[config.mk]
export PLATFORM = sky130hd
export DESIGN_NAME = flts_top
export DESIGN_NICKNAME = d
export VERILOG_FILES = /design/src/flts_pkg.sv /design/src/flts_top.sv
export SDC_FILE = /design/constraint.sdc
export NUM_CORES = 1
export LEC_CHECK = 0
export ABC_AREA = 1
export BUFFER_PORTS_ARGS = -buffer_cell sky130_fd_sc_hd__buf_4
export CAP_MARGIN = 15
export CORE_MARGIN = 10
export CORE_UTILIZATION = 55
export DETAILED_ROUTE_END_ITERATION = 10
export GPL_ROUTABILITY_DRIVEN = 0
export PLACE_DENSITY = 0.78
export SLEW_MARGIN = 10
export SYNTH_ARGS = -nofsm -noshare
export SYNTH_HDL_FRONTEND = slang
export SYNTH_SLANG_ARGS = --single-unit
[constraint.sdc]
create_clock -name pclk -period 2.9 [get_ports pclk]
set_input_delay 0 -clock pclk [delete_from_list [all_inputs] [get_ports pclk]]
set_output_delay 0 -clock pclk [all_outputs]
set_load 0.01 [all_outputs]
[src/flts_pkg.sv]
package flts_pkg;

   // ----------------------------------------------------------------
   // Register map (APB byte offsets)
   // ----------------------------------------------------------------
   localparam logic [11:0] ADDR_CTRL    = 12'h000;
   localparam logic [11:0] ADDR_STATUS  = 12'h004;
   localparam logic [11:0] ADDR_CWORD   = 12'h008;
   localparam logic [11:0] ADDR_MSAR    = 12'h00c;
   localparam logic [11:0] ADDR_RESULT  = 12'h010;
   localparam logic [11:0] ADDR_IDS     = 12'h014;

   // ----------------------------------------------------------------
   // Control register bits
   // ----------------------------------------------------------------
   localparam int CTRL_ENABLE  = 0;
   localparam int CTRL_RESTART = 1;
   localparam int CTRL_SEARCH  = 2;

   // ----------------------------------------------------------------
   // Scan and test constants
   // ----------------------------------------------------------------
   localparam logic [4:0] SEQ_FIRST     = 5'h07;
   localparam logic [4:0] SEQ_CWORD     = 5'h01;
   localparam logic [4:0] SEQ_NOSAMPLE  = 5'h02;
   localparam logic [4:0] SEQ_IDWORD    = 5'h08;
   localparam logic [4:0] SEQ_HW_MIN    = 5'h0e;
   localparam logic [4:0] RETRY_INIT    = 5'h1f;
   localparam logic [2:0] WORD_CWORD    = 3'h1;
   localparam logic [2:0] WORD_LAST     = 3'h0;

   // Field positions, numbered with bit 0 as the most significant bit.
   localparam int CW_HI  = 32;
   localparam int MS_HI  = 40;
   localparam int MS_LO  = 51;
   localparam int SEQ_HI = 53;
   localparam int CNT_HI = 58;
   localparam int CNT_LO = 61;

   // Control word bits, bit 0 most significant, 8-bit image of word bits 32-39.
   localparam int CWB_HALF = 4;
   localparam int CWB_UNC  = 5;
   localparam int CWB_CND  = 6;
   localparam int CWB_EXP  = 7;

   typedef enum {
      ST_IDLE, ST_REQ, ST_WAIT, ST_CHECK, ST_LAST, ST_CYCLE, ST_HALT, ST_SYNC,
      ST_SCANOUT, ST_MASK, ST_COMPARE, ST_DECIDE, ST_STOP, ST_EXHAUST
   } flts_state_t;

endpackage : flts_pkg

[src/flts_top.sv]
`timescale 1ns/1ps
module flts_top
   import flts_pkg::*;
#(
   parameter int AW = 16
)(
   // APB slave
   input  wire logic            pclk,
   input  wire logic            presetn,
   input  wire logic            psel,
   input  wire logic            penable,
   input  wire logic            pwrite,
   input  wire logic [11:0]     paddr,
   input  wire logic [31:0]     pwdata,
   output logic      [31:0]     prdata,
   output logic                 pready,
   output logic                 pslverr,
   // Channel signals (asynchronous pins)
   input  wire logic            buffer_full_pulse,
   input  wire logic            gap_pulse,
   output logic                 start_scan_req,
   output logic                 stop_scan_req,
   // Storage read port, single cycle latency
   output logic                 stor_req,
   output logic      [AW-1:0]   stor_addr,
   input  wire logic [63:0]     stor_rdata,
   input  wire logic            stor_err,
   // Processor side
   output logic                 proc_clk_run,
   output logic      [11:0]     microstore_address_reg,
   input  wire logic [63:0]     scanout_word,
   output logic      [4:0]      scanout_sel,
   output logic                 scanout_hw,
   output logic                 scanout_ucode
);

   // ----------------------------------------------------------------
   // Buffer bases and helpers
   // ----------------------------------------------------------------
   localparam logic [AW-1:0] BUF1_BASE = AW'(16'h8000);
   localparam logic [AW-1:0] BUF2_BASE = AW'(16'h8080);
   localparam logic [AW-1:0] MASK_OFS  = AW'(16'h0048);

   // Word address within a buffer: eight bytes per doubleword.
   function automatic logic [AW-1:0] word_addr(input logic buf_sel, input logic [4:0] idx);
      word_addr = (buf_sel ? BUF2_BASE : BUF1_BASE) + AW'({idx, 3'h0});
   endfunction : word_addr

   // ----------------------------------------------------------------
   // Pin synchronisers
   // ----------------------------------------------------------------
   logic [1:0] bfp_s_q, gap_s_q;
   logic       bfp_d_q, gap_d_q;
   logic       fill_ev;

   always_ff @(posedge pclk or negedge presetn) begin
      if (!presetn) begin
         bfp_s_q <= 2'h0;
         gap_s_q <= 2'h0;
         bfp_d_q <= 1'b0;
         gap_d_q <= 1'b0;
      end else begin
         bfp_s_q <= {bfp_s_q[0], buffer_full_pulse};
         gap_s_q <= {gap_s_q[0], gap_pulse};
         bfp_d_q <= bfp_s_q[1];
         gap_d_q <= gap_s_q[1];
      end
   end

   assign fill_ev = (bfp_s_q[1] & ~bfp_d_q) | (gap_s_q[1] & ~gap_d_q);

   // ----------------------------------------------------------------
   // Sequencer state
   // ----------------------------------------------------------------
   flts_state_t state_q;
   logic [4:0]  seq_q;
   logic [4:0]  retry_q;
   logic [5:0]  cyc_q;
   logic [7:0]  cword_q;
   logic [63:0] inbound_word_reg_q;
   logic [63:0] work2_q;
   logic [63:0] compare_result_latch_q;
   logic [31:0] ids_q;
   logic        buf_q, pend_q, err_q;
   logic        pass_q, fail_q, inter_q, alt_q, zero_q, sync_q;
   logic        clock_halt_trigger_q, scanout_control_trigger_q, cnt_trig_q;
   logic        enable_q, restart_q, search_q, match_q;
   logic [4:0]  seq_ld_q;
   logic        res_pass;
   logic        do_stop, go_alt;

   // Fields are numbered from the most significant end, so word bit k sits at 63-k.
   // An all-ones OR of scan-out word and mask means the exit trigger is set.
   assign res_pass = (&(compare_result_latch_q | work2_q)) == cword_q[7-CWB_EXP];

   // Decision table, bit numbers refer to the control word image.
   always_comb begin
      do_stop = (cword_q[7-CWB_CND] & fail_q)
              | (cword_q[7-CWB_UNC] & (pass_q | fail_q));
      go_alt  = ~cword_q[7-CWB_UNC] & ~cword_q[7-CWB_CND] & pass_q & ~fail_q;
   end

   always_ff @(posedge pclk or negedge presetn) begin
      if (!presetn) begin
         state_q                   <= ST_IDLE;
         seq_q                     <= 5'h00;
         seq_ld_q                  <= 5'h00;
         retry_q                   <= RETRY_INIT;
         cyc_q                     <= 6'h00;
         cword_q                   <= 8'h00;
         inbound_word_reg_q        <= 64'h0;
         work2_q                   <= 64'h0;
         compare_result_latch_q    <= 64'h0;
         microstore_address_reg    <= 12'h000;
         ids_q                     <= 32'h0;
         buf_q                     <= 1'b0;
         pend_q                    <= 1'b0;
         err_q                     <= 1'b0;
         pass_q                    <= 1'b0;
         fail_q                    <= 1'b0;
         inter_q                   <= 1'b0;
         alt_q                     <= 1'b0;
         zero_q                    <= 1'b0;
         sync_q                    <= 1'b0;
         clock_halt_trigger_q      <= 1'b1;
         scanout_control_trigger_q <= 1'b0;
         cnt_trig_q                <= 1'b0;
         start_scan_req            <= 1'b0;
         stop_scan_req             <= 1'b0;
         match_q                   <= 1'b0;
      end else begin
         start_scan_req <= 1'b0;
         stop_scan_req  <= 1'b0;
         case (state_q)
            ST_IDLE: begin
               if (enable_q && fill_ev) begin
                  seq_q   <= SEQ_FIRST;
                  state_q <= ST_REQ;
               end
            end
            ST_REQ: begin
               state_q <= ST_WAIT;
            end
            ST_WAIT: begin
               inbound_word_reg_q <= stor_rdata;
               err_q              <= stor_err;
               if (seq_q == SEQ_CWORD) begin
                  cword_q    <= stor_rdata[63-CW_HI -: 8];
                  cyc_q      <= {2'h0, stor_rdata[63-CNT_HI -: 4]};
                  seq_ld_q   <= stor_rdata[63-SEQ_HI -: 5];
                  cnt_trig_q <= 1'b1;
               end
               if (seq_q == {2'h0, WORD_LAST}) begin
                  // The sequencer still walks the words until word 0 is in, so the
                  // scan-out selector held from word 1 takes over only here.
                  // Halting first makes every test run exactly the loaded count.
                  seq_q                <= seq_ld_q;
                  clock_halt_trigger_q <= 1'b1;
                  state_q              <= ST_CYCLE;
               end else begin
                  seq_q   <= seq_q - 5'h01;
                  state_q <= ST_CHECK;
               end
            end
            ST_CHECK: begin
               if (err_q) begin
                  if (retry_q == 5'h00)
                     state_q <= ST_EXHAUST;
                  else begin
                     retry_q        <= retry_q - 5'h01;
                     start_scan_req <= 1'b1;
                     seq_q          <= SEQ_FIRST;
                     cnt_trig_q     <= 1'b0;
                     state_q        <= ST_IDLE;
                  end
               end else if (pend_q && seq_q != SEQ_NOSAMPLE) begin
                  pend_q  <= 1'b0;
                  seq_q   <= SEQ_IDWORD;
                  state_q <= ST_LAST;
               end else if (seq_q == {2'h0, WORD_LAST}) begin
                  microstore_address_reg <= inbound_word_reg_q[63-MS_LO +: 12];
                  state_q                <= ST_REQ;
               end else
                  state_q <= ST_REQ;
            end
            ST_CYCLE: begin
               if (cyc_q == 6'h00) begin
                  zero_q                    <= 1'b1;
                  scanout_control_trigger_q <= 1'b1;
                  clock_halt_trigger_q      <= 1'b1;
                  sync_q                    <= 1'b1;
                  state_q                   <= ST_SYNC;
               end else begin
                  clock_halt_trigger_q <= 1'b0;
                  cyc_q                <= cyc_q - 6'h01;
               end
            end
            ST_SYNC: begin
               clock_halt_trigger_q <= 1'b0;
               sync_q               <= 1'b0;
               state_q              <= ST_SCANOUT;
            end
            ST_SCANOUT: begin
               compare_result_latch_q <= scanout_word;
               state_q                <= ST_MASK;
            end
            ST_MASK: begin
               work2_q <= stor_rdata;
               state_q <= ST_COMPARE;
            end
            ST_COMPARE: begin
               if (res_pass)
                  pass_q <= 1'b1;
               else
                  fail_q <= 1'b1;
               // A repeated test may pass once and fail once; both set marks it.
               inter_q <= inter_q | ((pass_q | res_pass) & (fail_q | ~res_pass));
               scanout_control_trigger_q <= 1'b0;
               zero_q                    <= 1'b0;
               seq_q                     <= pend_q ? SEQ_IDWORD : SEQ_FIRST;
               state_q                   <= pend_q ? ST_LAST : ST_REQ;
               pend_q                    <= 1'b0;
            end
            ST_LAST: begin
               state_q <= ST_DECIDE;
            end
            ST_DECIDE: begin
               inbound_word_reg_q <= stor_rdata;
               ids_q              <= stor_rdata[31:0];
               match_q <= (restart_q | search_q) &&
                          (stor_rdata[63:32] == ~ids_q);
               buf_q <= ~buf_q;
               if (do_stop) begin
                  alt_q          <= 1'b1;
                  stop_scan_req  <= 1'b1;
                  cword_q[7-CWB_UNC] <= 1'b1;
                  state_q        <= ST_STOP;
               end else begin
                  alt_q   <= go_alt;
                  seq_q   <= SEQ_FIRST;
                  state_q <= ST_REQ;
               end
            end
            ST_STOP: begin
               clock_halt_trigger_q <= 1'b1;
               if (restart_q) begin
                  pass_q  <= 1'b1;
                  fail_q  <= 1'b0;
                  retry_q <= RETRY_INIT;
                  state_q <= ST_IDLE;
               end
            end
            ST_EXHAUST: begin
               clock_halt_trigger_q <= 1'b1;
               if (restart_q) begin
                  retry_q <= RETRY_INIT;
                  state_q <= ST_IDLE;
               end
            end
            default: state_q <= ST_IDLE;
         endcase
         // Kept after the state logic so a new pulse wins over clearing an old one.
         if (fill_ev && state_q != ST_IDLE)
            pend_q <= 1'b1;
      end
   end

   // ----------------------------------------------------------------
   // Processor and storage outputs
   // ----------------------------------------------------------------
   assign proc_clk_run  = ~clock_halt_trigger_q & (state_q == ST_CYCLE);
   assign stor_req      = (state_q == ST_REQ) | (state_q == ST_SCANOUT) | (state_q == ST_LAST);
   assign stor_addr     = (state_q == ST_SCANOUT) ? word_addr(buf_q, 5'h00) + MASK_OFS
                                                  : word_addr(buf_q, seq_q);
   assign scanout_sel   = seq_q;
   assign scanout_hw    = scanout_control_trigger_q & (seq_q >= SEQ_HW_MIN);
   assign scanout_ucode = scanout_control_trigger_q & (seq_q < SEQ_HW_MIN);

   // ----------------------------------------------------------------
   // APB slave
   // ----------------------------------------------------------------
   logic wr;
   assign wr      = psel & penable & pwrite;
   assign pready  = 1'b1;
   assign pslverr = 1'b0;

   always_ff @(posedge pclk or negedge presetn) begin
      if (!presetn) begin
         enable_q  <= 1'b0;
         restart_q <= 1'b0;
         search_q  <= 1'b0;
      end else begin
         restart_q <= 1'b0;
         if (wr && paddr == ADDR_CTRL) begin
            enable_q  <= pwdata[CTRL_ENABLE];
            restart_q <= pwdata[CTRL_RESTART];
            search_q  <= pwdata[CTRL_SEARCH];
         end
      end
   end

   always_ff @(posedge pclk or negedge presetn) begin
      if (!presetn)
         prdata <= 32'h0;
      else if (psel && !penable && !pwrite) begin
         case (paddr)
            ADDR_CTRL:   prdata <= {29'h0, search_q, 1'b0, enable_q};
            ADDR_STATUS: prdata <= {11'h0, retry_q, 4'h0, buf_q, match_q, alt_q,
                                    inter_q, fail_q, pass_q, zero_q, sync_q,
                                    clock_halt_trigger_q, scanout_control_trigger_q,
                                    cnt_trig_q, 1'b0};
            ADDR_CWORD:  prdata <= {18'h0, cyc_q, cword_q};
            ADDR_MSAR:   prdata <= {15'h0, seq_q, microstore_address_reg};
            ADDR_RESULT: prdata <= compare_result_latch_q[31:0];
            ADDR_IDS:    prdata <= ids_q;
            default:     prdata <= 32'h0;
         endcase
      end
   end

endmodule : flts_top

; Word-level counts from Yosys, hierarchy flattened
; Cells that the tools add are included.
[word_totals]
register_bits = 312
elab_cells = 217
out_inout_bits = 73
[classes]
bitwise = 34
eq_ne = 42
add_sub_neg = 5
reduce_logical = 42
magnitude_cmp = 2
n_mux = 58
[op_table]
columns = cell, count
row1 = 32-bit case mux with 12 select lines, 1
row2 = "32-bit by 4-bit equality test with 1-bit output, second input constant", 8
row3 = 32-bit case mux with 6 select lines, 1
row4 = 32-bit two-way mux, 4
row5 = "32-bit by 2-bit equality test with 1-bit output, second input constant", 3
row6 = "32-bit by 3-bit equality test with 1-bit output, second input constant", 3
row7 = 64-bit bitwise OR, 1
row8 = 64-bit AND reduction, 1
row9 = 5-bit two-way mux, 9
row10 = "32-bit by 1-bit equality test with 1-bit output, second input constant", 1
row11 = 32-bit equality test, 1
row12 = "32-bit by 5-bit equality test with 1-bit output, second input constant", 1
row13 = 32-bit logical NOT, 1
row14 = 32-bit NOT, 1
row15 = 32-bit nonzero test, 1
row16 = 5-bit case mux with 5 select lines, 1
row17 = "12-bit by 4-bit equality test with 1-bit output, second input constant", 2
row18 = "12-bit by 5-bit equality test with 1-bit output, second input constant", 2
row19 = "2-bit != test, second input constant", 12
row20 = 1-bit two-way mux, 21
row21 = 3-bit AND reduction, 6
row22 = "16-bit by 7-bit adder with 16-bit output, second input constant", 1
row23 = 16-bit by 8-bit adder with 16-bit output, 1
row24 = 16-bit two-way mux, 1
row25 = other kinds (34), 99

; Longest topological paths before layout
; Gate-level depths: netlist (run 1).
[logic_depth]
depth_word = 7
depth_mapped = 13
mapped_depth_nobuf = 13

; Least setup slack after synthesis (run 1)
; Ideal clock, no wire load.
[synth_path]
path_kind = register to register
from = reg retry_q[0]
to = reg retry_q[4]
path_stages_with_launch = 12
required_ns = 2.816
arrival_ns = 1.618
setup_ns = 0.084
path_slack_ns = 1.197
cell_sequence = dfstp_2 inv_1 ha_1 nand3_1 nand2_1 nor2_4 nor2_2 inv_2 nand2_1 or2_1 o21ai_1 nand3_1
[synth_between]
elab_chain_len = 4
word_cells_on_any_way = 7
cone_classes = 1 x add/sub / 1 x eq/ne / 3 x mux / 2 x reduce/logical
[synth_rtl]
columns = item, line_no
row1 = start: declaration, flts_top.sv:77  ; logic [4:0] retry_q;
row2 = start signal: assignment, flts_top.sv:170  ; retry_q <= retry_q - 5'h01;
row3 = 5-bit by 1-bit subtractor with 5-bit output, flts_top.sv:170
row4 = 5-bit two-way mux, flts_top.sv:167  ; if (retry_q == 5'h00)
row5 = 5-bit two-way mux, flts_top.sv:166  ; if (err_q) begin
row6 = 5-bit case mux with 2 select lines, flts_top.sv:134  ; case (state_q)
; Several ways; a longest one is shown, not always the timed one. The select of a mux whose other input is x is not followed.
; A chain may end at the register's enable or synchronous reset.

; Final worst setup path (run 1)
[layout_path]
from = in paddr[10]
to = reg search_q
[layout_between]
elab_chain_len = 2
[layout_rtl]
columns = item, line_no
row1 = start: declaration, flts_top.sv:13  ; input wire logic [11:0] paddr,
row2 = 12-bit logical NOT, flts_top.sv:294  ; if (wr && paddr == ADDR_CTRL) begin
row3 = 1-bit logical AND, flts_top.sv:294
row4 = end signal: assignment, flts_top.sv:297  ; search_q <= pwdata[CTRL_SEARCH];
row5 = end: declaration, flts_top.sv:87  ; logic enable_q, restart_q, search_q, match_q;
; No other way between the ends.

==> results.sh, run 1 <==
export IMPL_rsz0062_at_grt="false"
export IMPL_cap_violations=0
export IMPL_io_pins=253
export IMPL_hold_class="input port to register"
export IMPL_critPathArrivalTime_ns=2.97
export IMPL_rrSetupSlack_ns=0.68
export IMPL_required_ns=3.32
export IMPL_crit_fanout=5
export IMPL_worstMarginPinSlew_ns=0.9321
export IMPL_skew_ns=0.03334
export IMPL_detail_route_antenna_nets=0
export IMPL_post_cts_resize_count=0
export IMPL_wl_per_cell_um=20.51
export IMPL_synth_main_ff_cell="dfrtp_1"
export IMPL_grt_overflow=0
export IMPL_die_x_um=172.2
export IMPL_maxSlewViolCount=0
export IMPL_first_pass_iters=9
export IMPL_viasPerCell=5.651
export IMPL_synthToLayoutAreaGrowth_pct=33.02
export IMPL_max_slew_margin_rel_pct=37.79
export IMPL_hpwl_um=31410
export IMPL_regToRegStartpoint="state_q[1]"
export IMPL_clk_insertion_delay_late_ns=0.57
export IMPL_antenna_found_initial=5
export IMPL_synth_edff_count=0
export IMPL_synth_area_top_cells="dfrtp_1 (52%), nand2_1 (18%), o21ai_0 (5.8%), nor2_1 (5.1%), inv_1 (3.9%)"
export IMPL_cts_sinks=272
export IMPL_syn_area_um2=12740
export IMPL_crit_slowest_cell="dlygate4sd3_1"
export IMPL_setup_tns_ns=0
export IMPL_num_vias=12860
export IMPL_dpl_cell_count=2076
export IMPL_cp_start_kind="input port"
export IMPL_reg_top3="compare_result_latch_q: 64 flops, work2_q: 64 flops"
export IMPL_first_iter_violations=1784
export IMPL_grt_pass1_vias=12650
export IMPL_yosys_area_top_type_share_pct=52.25
export IMPL_h_tree_depth=1
export IMPL_vdd_drop_max_v=0.0004836
export IMPL_slowest_delay_ns=0.57
export IMPL_grt_max_degree=90
export IMPL_cts_buffers=28
export IMPL_fmaxAchievable_ghz=0.3917
export IMPL_ys_types=43
export IMPL_final_area_um2=16950
export IMPL_initial_core_util_pct=56.09
export IMPL_syn_area_per_cell_um2=7.844
export IMPL_die_y_um=172.2
export IMPL_grt_usage_pct=31.15
export IMPL_cts_path_max_buffers=3
export IMPL_crit_path_end="search_q"
export IMPL_yosys_area_top_type="dfrtp_1"
export IMPL_port_buffers=211
export IMPL_power_density_nw_per_um2=880.3
export IMPL_clk_pin_slew_ns=0.06
export IMPL_grt_pass1_wl_um=71170
export IMPL_drive_gt1_share_pct=15.52
export IMPL_total_power_w=0.01492
export IMPL_yosysMostFrequentCell="nand2_1"
export IMPL_yosys_warnings=0
export IMPL_outcome="finished, final reports clean"
export IMPL_r2r_end="cyc_q[4]"
export IMPL_synth_seq_area_share_pct=53.49
export IMPL_crit_type="input port to register"
export IMPL_crit_top_cell="dlygate4sd3_1"
export IMPL_hold_viol=0
export IMPL_wl_um=46660
export IMPL_cts_tree="yes"
export IMPL_fin_hold_ws_ns=0.02390
export IMPL_ys_top_cells_by_count="nand2_1 (626), dfrtp_1 (266), nor2_1 (173)"
export IMPL_period_share_pct=88.04
export IMPL_crit_chain="dlygate4sd3_1 -> buf_4 -> nor4_4 -> nor3b_2 -> nand4_1 -> nor2_1 -> dlygate4sd3_1 -> a21oi_1 -> dlygate4sd3_1"
export IMPL_yosys_register_bits=272
export IMPL_core_area_um2=22710
export IMPL_cts_root_buf="clkbuf_16"
export IMPL_period_minus_slack_ns=2.553
export IMPL_endpoint_kind="register"
export IMPL_crit_path_start="paddr[10]"
export IMPL_setup_viol=0
export IMPL_place_area_um2=14570
export IMPL_p_leak_nw=8.756
export IMPL_r2r_cells=9
export IMPL_synth_cells=1624
export IMPL_rows=55
export IMPL_dieArea_um2=29650
export IMPL_fin_nets=2151
export IMPL_stdcell_count=2275
export IMPL_async_flop_share_pct=100.0
export IMPL_drcViolationCount=0
[routing by layer]
layer | vias to the layer above | GRT usage, % | share of wire [%]
li1 | 5757 | - | -
met1 | 6008 | 39.90 | 38
met2 | 883 | 46.66 | 44
met3 | 209 | 9.234 | 12
met4 | 0 | 16.90 | 6.4
met5 | - | 0 | 0
[metrics by stage]
step | utilization, % | worst slack [ns]
floorplan | - | 1.197
global placement | 64.14 | 0.7759
detailed placement | 64.14 | 0.7599
CTS | 74.55 | 0.3707
global route | 74.61 | 0.2263
finish | 74.62 | 0.3470
[worst min path at each step]
stage / slack (ns) / cells past startpoint / endpoint / startpoint
finish: 0.02 / 8 / prdata[0] / paddr[0]
global route: 0.07 / 7 / prdata[0] / paddr[11]
CTS: 0.01 / 8 / prdata[0] / paddr[0]
detailed placement: 0.06 / 1 / inbound_word_reg_q[22] / presetn
global placement: 0.06 / 1 / inbound_word_reg_q[22] / presetn
floorplan: -0.30 / 0 / alt_q / presetn
[placed cells by master (no fill, tap or decap), types with 28 or more instances in the layout]
master / count
nand2_1: 625
dfrtp_1: 266
buf_4: 220
nor2_1: 171
o21ai_0: 148
dlygate4sd3_1: 141
inv_1: 134
nand3_1: 40
o21ai_1: 29
clkbuf_16: 28
[kinds of logic after synthesis]
kind of cell	Yosys count	synth area share (%)
xor gates and xnor gates	20	1.375
other	2	0.05896
DFF	272	53.49
and+or+nand+nor	883	27.64
AOI/OAI and AO/OA	227	9.645
buffers and inverters	211	6.905
adders and majority gates	9	0.8840
[area by class of cell]
type                       instances  area, µm²
antenna                            6      15.01
clock buffer                      36      750.7
clock inverter                    16      202.7
fill                            1584       5764
inverter                         142      533.0
multi-input combinational       1151       5095
sequential                       272       6814
tap                              285      356.6
timing repair buffer             367       3178
[repair_timing]
action | 4_1_cts | 5_1_grt
hold buffers | 141 | 0
setup buffers | 0 | 0
hold endpoints to repair | 310 | 0
[report_power, final]
group,internal (W),switching (W),leakage [nW]
clock network,0.00219,0.00158,0.462
logic,0.00168,0.00298,4.96
registers,0.00525,0.00123,3.33
total,0.00912,0.00579,8.76
[worst max-delay path: cells and delay by family]
family / cells / cell delay (ns)
AO/OA/AOI/OAI: 1 / 0.04
buffers and inverters: 4 / 1.81
AND/OR/NAND/NOR: 4 / 1.13
No activity file was read; power rests on OpenSTA's default activity.
==> inputs of run 2 (changes only) <==
--- a/config.mk
+++ b/config.mk
@@ -13,6 +13,8 @@
 export DETAILED_ROUTE_END_ITERATION = 10
 export GPL_ROUTABILITY_DRIVEN = 0
 export PLACE_DENSITY = 0.78
+export RECOVER_POWER = 100
+export SKIP_CTS_REPAIR_TIMING = 1
 export SLEW_MARGIN = 10
 export SYNTH_ARGS = -nofsm -noshare
 export SYNTH_HDL_FRONTEND = slang
==> run 2 against run 1 <==
The flow now finishes with violations (hold timing, capacitance limit, slew limit). Power decreased by 0.99%. Fmax shrank 1.1%. Sequential share of layout area grew 0.75 points. Clock-buffer cell count unchanged. Sequential power barely moved. Clock skew is 0.0087 ns lower. Worst hold slack got worse by 0.035 ns. Non-clock buffer count is 2 lower. Utilization down 1.4 points.
==> results.sh, run 2 (synthesis results as in run 1) <==
export IMPL_max_slew_margin_rel_pct=-54.06
export IMPL_period_minus_slack_ns=2.581
export IMPL_first_iter_violations=1647
export IMPL_cts_buffers=28
export IMPL_die_x_um=172.2
export IMPL_drcViolationCount=0
export IMPL_fin_nets=2149
export IMPL_grt_max_degree=90
export IMPL_hpwl_um=31410
export IMPL_clk_insertion_delay_late_ns=0.56
export IMPL_outcome="finished, violations left"
export IMPL_fin_hold_ws_ns=-0.01085
export IMPL_grt_busiest_layer="met2"
export IMPL_rows=55
export IMPL_grt_pass1_wl_um=63710
export IMPL_grt_pass1_vias=11350
export IMPL_use_met2_pct=41.95
export IMPL_required_ns=3.27
export IMPL_detail_route_antenna_nets=0
export IMPL_total_power_w=0.01477
export IMPL_cts_tree="yes"
export IMPL_skew_ns=0.02469
export IMPL_p_leak_nw=8.484
export IMPL_initial_core_util_pct=56.09
export IMPL_core_area_um2=22710
export IMPL_fin_util_pct=73.26
export IMPL_rsz0062_at_grt="false"
export IMPL_crit_type="register to register"
export IMPL_antenna_found_initial=5
export IMPL_viasPerCell=5.652
export IMPL_global_route_usage_met3_pct=6.703
export IMPL_reg_top3="compare_result_latch_q: 64 flops, work2_q: 64 flops"
export IMPL_violations="hold timing, capacitance limit, slew limit"
export IMPL_num_vias=12840
export IMPL_port_buffers=211
export IMPL_final_common_cell="nand2_1"
export IMPL_vdd_drop_max_v=0.0004853
export IMPL_crit_fanout=28
export IMPL_grt_usage_pct=27.67
export IMPL_cp_start_kind="register"
export IMPL_cts_path_max_buffers=3
export IMPL_setup_tns_ns=0
export IMPL_die_y_um=172.2
export IMPL_use_met1_pct=38.31
export IMPL_cts_root_buf="clkbuf_16"
export IMPL_endpoint_kind="register"
export IMPL_critPathArrivalTime_ns=2.95
export IMPL_wl_per_cell_um=20.23
export IMPL_setup_viol=0
export IMPL_hold_viol=1
export IMPL_drive_gt1_share_pct=11.65
export IMPL_synthToLayoutAreaGrowth_pct=30.60
export IMPL_cts_sinks=272
export IMPL_cap_violations=2
export IMPL_first_pass_iters=8
export IMPL_worstMarginPinSlew_ns=2.311
export IMPL_dieArea_um2=29650
export IMPL_maxSlewViolCount=117
export IMPL_grt_overflow=0
export IMPL_period_share_pct=88.99
export IMPL_wl_um=45960
export IMPL_h_tree_depth=1
export IMPL_fmaxAchievable_ghz=0.3875
export IMPL_io_pins=253
export IMPL_clk_pin_slew_ns=0.07
export IMPL_layout_common_cells="nand2_1 (626), dfrtp_1 (266), nor2_1 (176), o21ai_0 (176), buf_4 (152)"
export IMPL_power_density_nw_per_um2=887.8
export IMPL_hold_class="input port to register"
## run 2: power breakdown
part	total (W)	switching (W)	internal [W]	leakage [nW]
Clock	0.00376	0.00157	0.00219	0.462
Sequential	0.00647	0.00122	0.00525	3.33
Combinational	0.00453	0.00294	0.00160	4.69
## run 2: worst paths after layout
check,slack (ns),cells past startpoint,from,endpoint
max,0.32,5,state_q[2],work2_q[30]
min,-0.01,6,paddr[10],prdata[30]
max reg2reg,0.32,5,state_q[2],work2_q[30]
min reg2reg,0.35,0,gap_s_q[0],gap_s_q[1]
max in group asynchronous,0.76,3,presetn,compare_result_latch_q[37]
min in group asynchronous,0.67,2,presetn,compare_result_latch_q[8]
## run 2: final cells by class
class	instances	area, µm²
flip-flops and latches	272	6814
inverters	142	533.0
diodes	5	12.51
multi-input cells	1151	5061
repair buffers	365	2905
clock inverters	16	202.7
fillers	1646	6073
clock buffers	36	750.7
well taps	285	356.6
## run 2: per-layer routing
layer / share of wire (%) / wire length (µm) / vias up
met5: 0.041 / 19 / -
met4: 5.9 / 2695 / 2
met3: 12 / 5442 / 215
met2: 44 / 20280 / 890
met1: 38 / 17520 / 5989
li1: - / - / 5745
## run 2: critical path, stage by stage (launching register included)
cell,delay (ns)
dfrtp_1,0.44
nor2_1,0.27
inv_1,0.14
nor2_1,0.16
clkbuf_1,1.17
o21ai_0,0.22
## run 2: per-stage QoR
step                worst slack [ns]  instance area [µm²]  cells
floorplan                      1.197                12780   1634
global placement              0.7759                14570   2076
detailed placement            0.7599                14570   2076
CTS                           0.5180                15520   2128
global route                  0.1724                16630   2270
finish                        0.3192                16640   2272
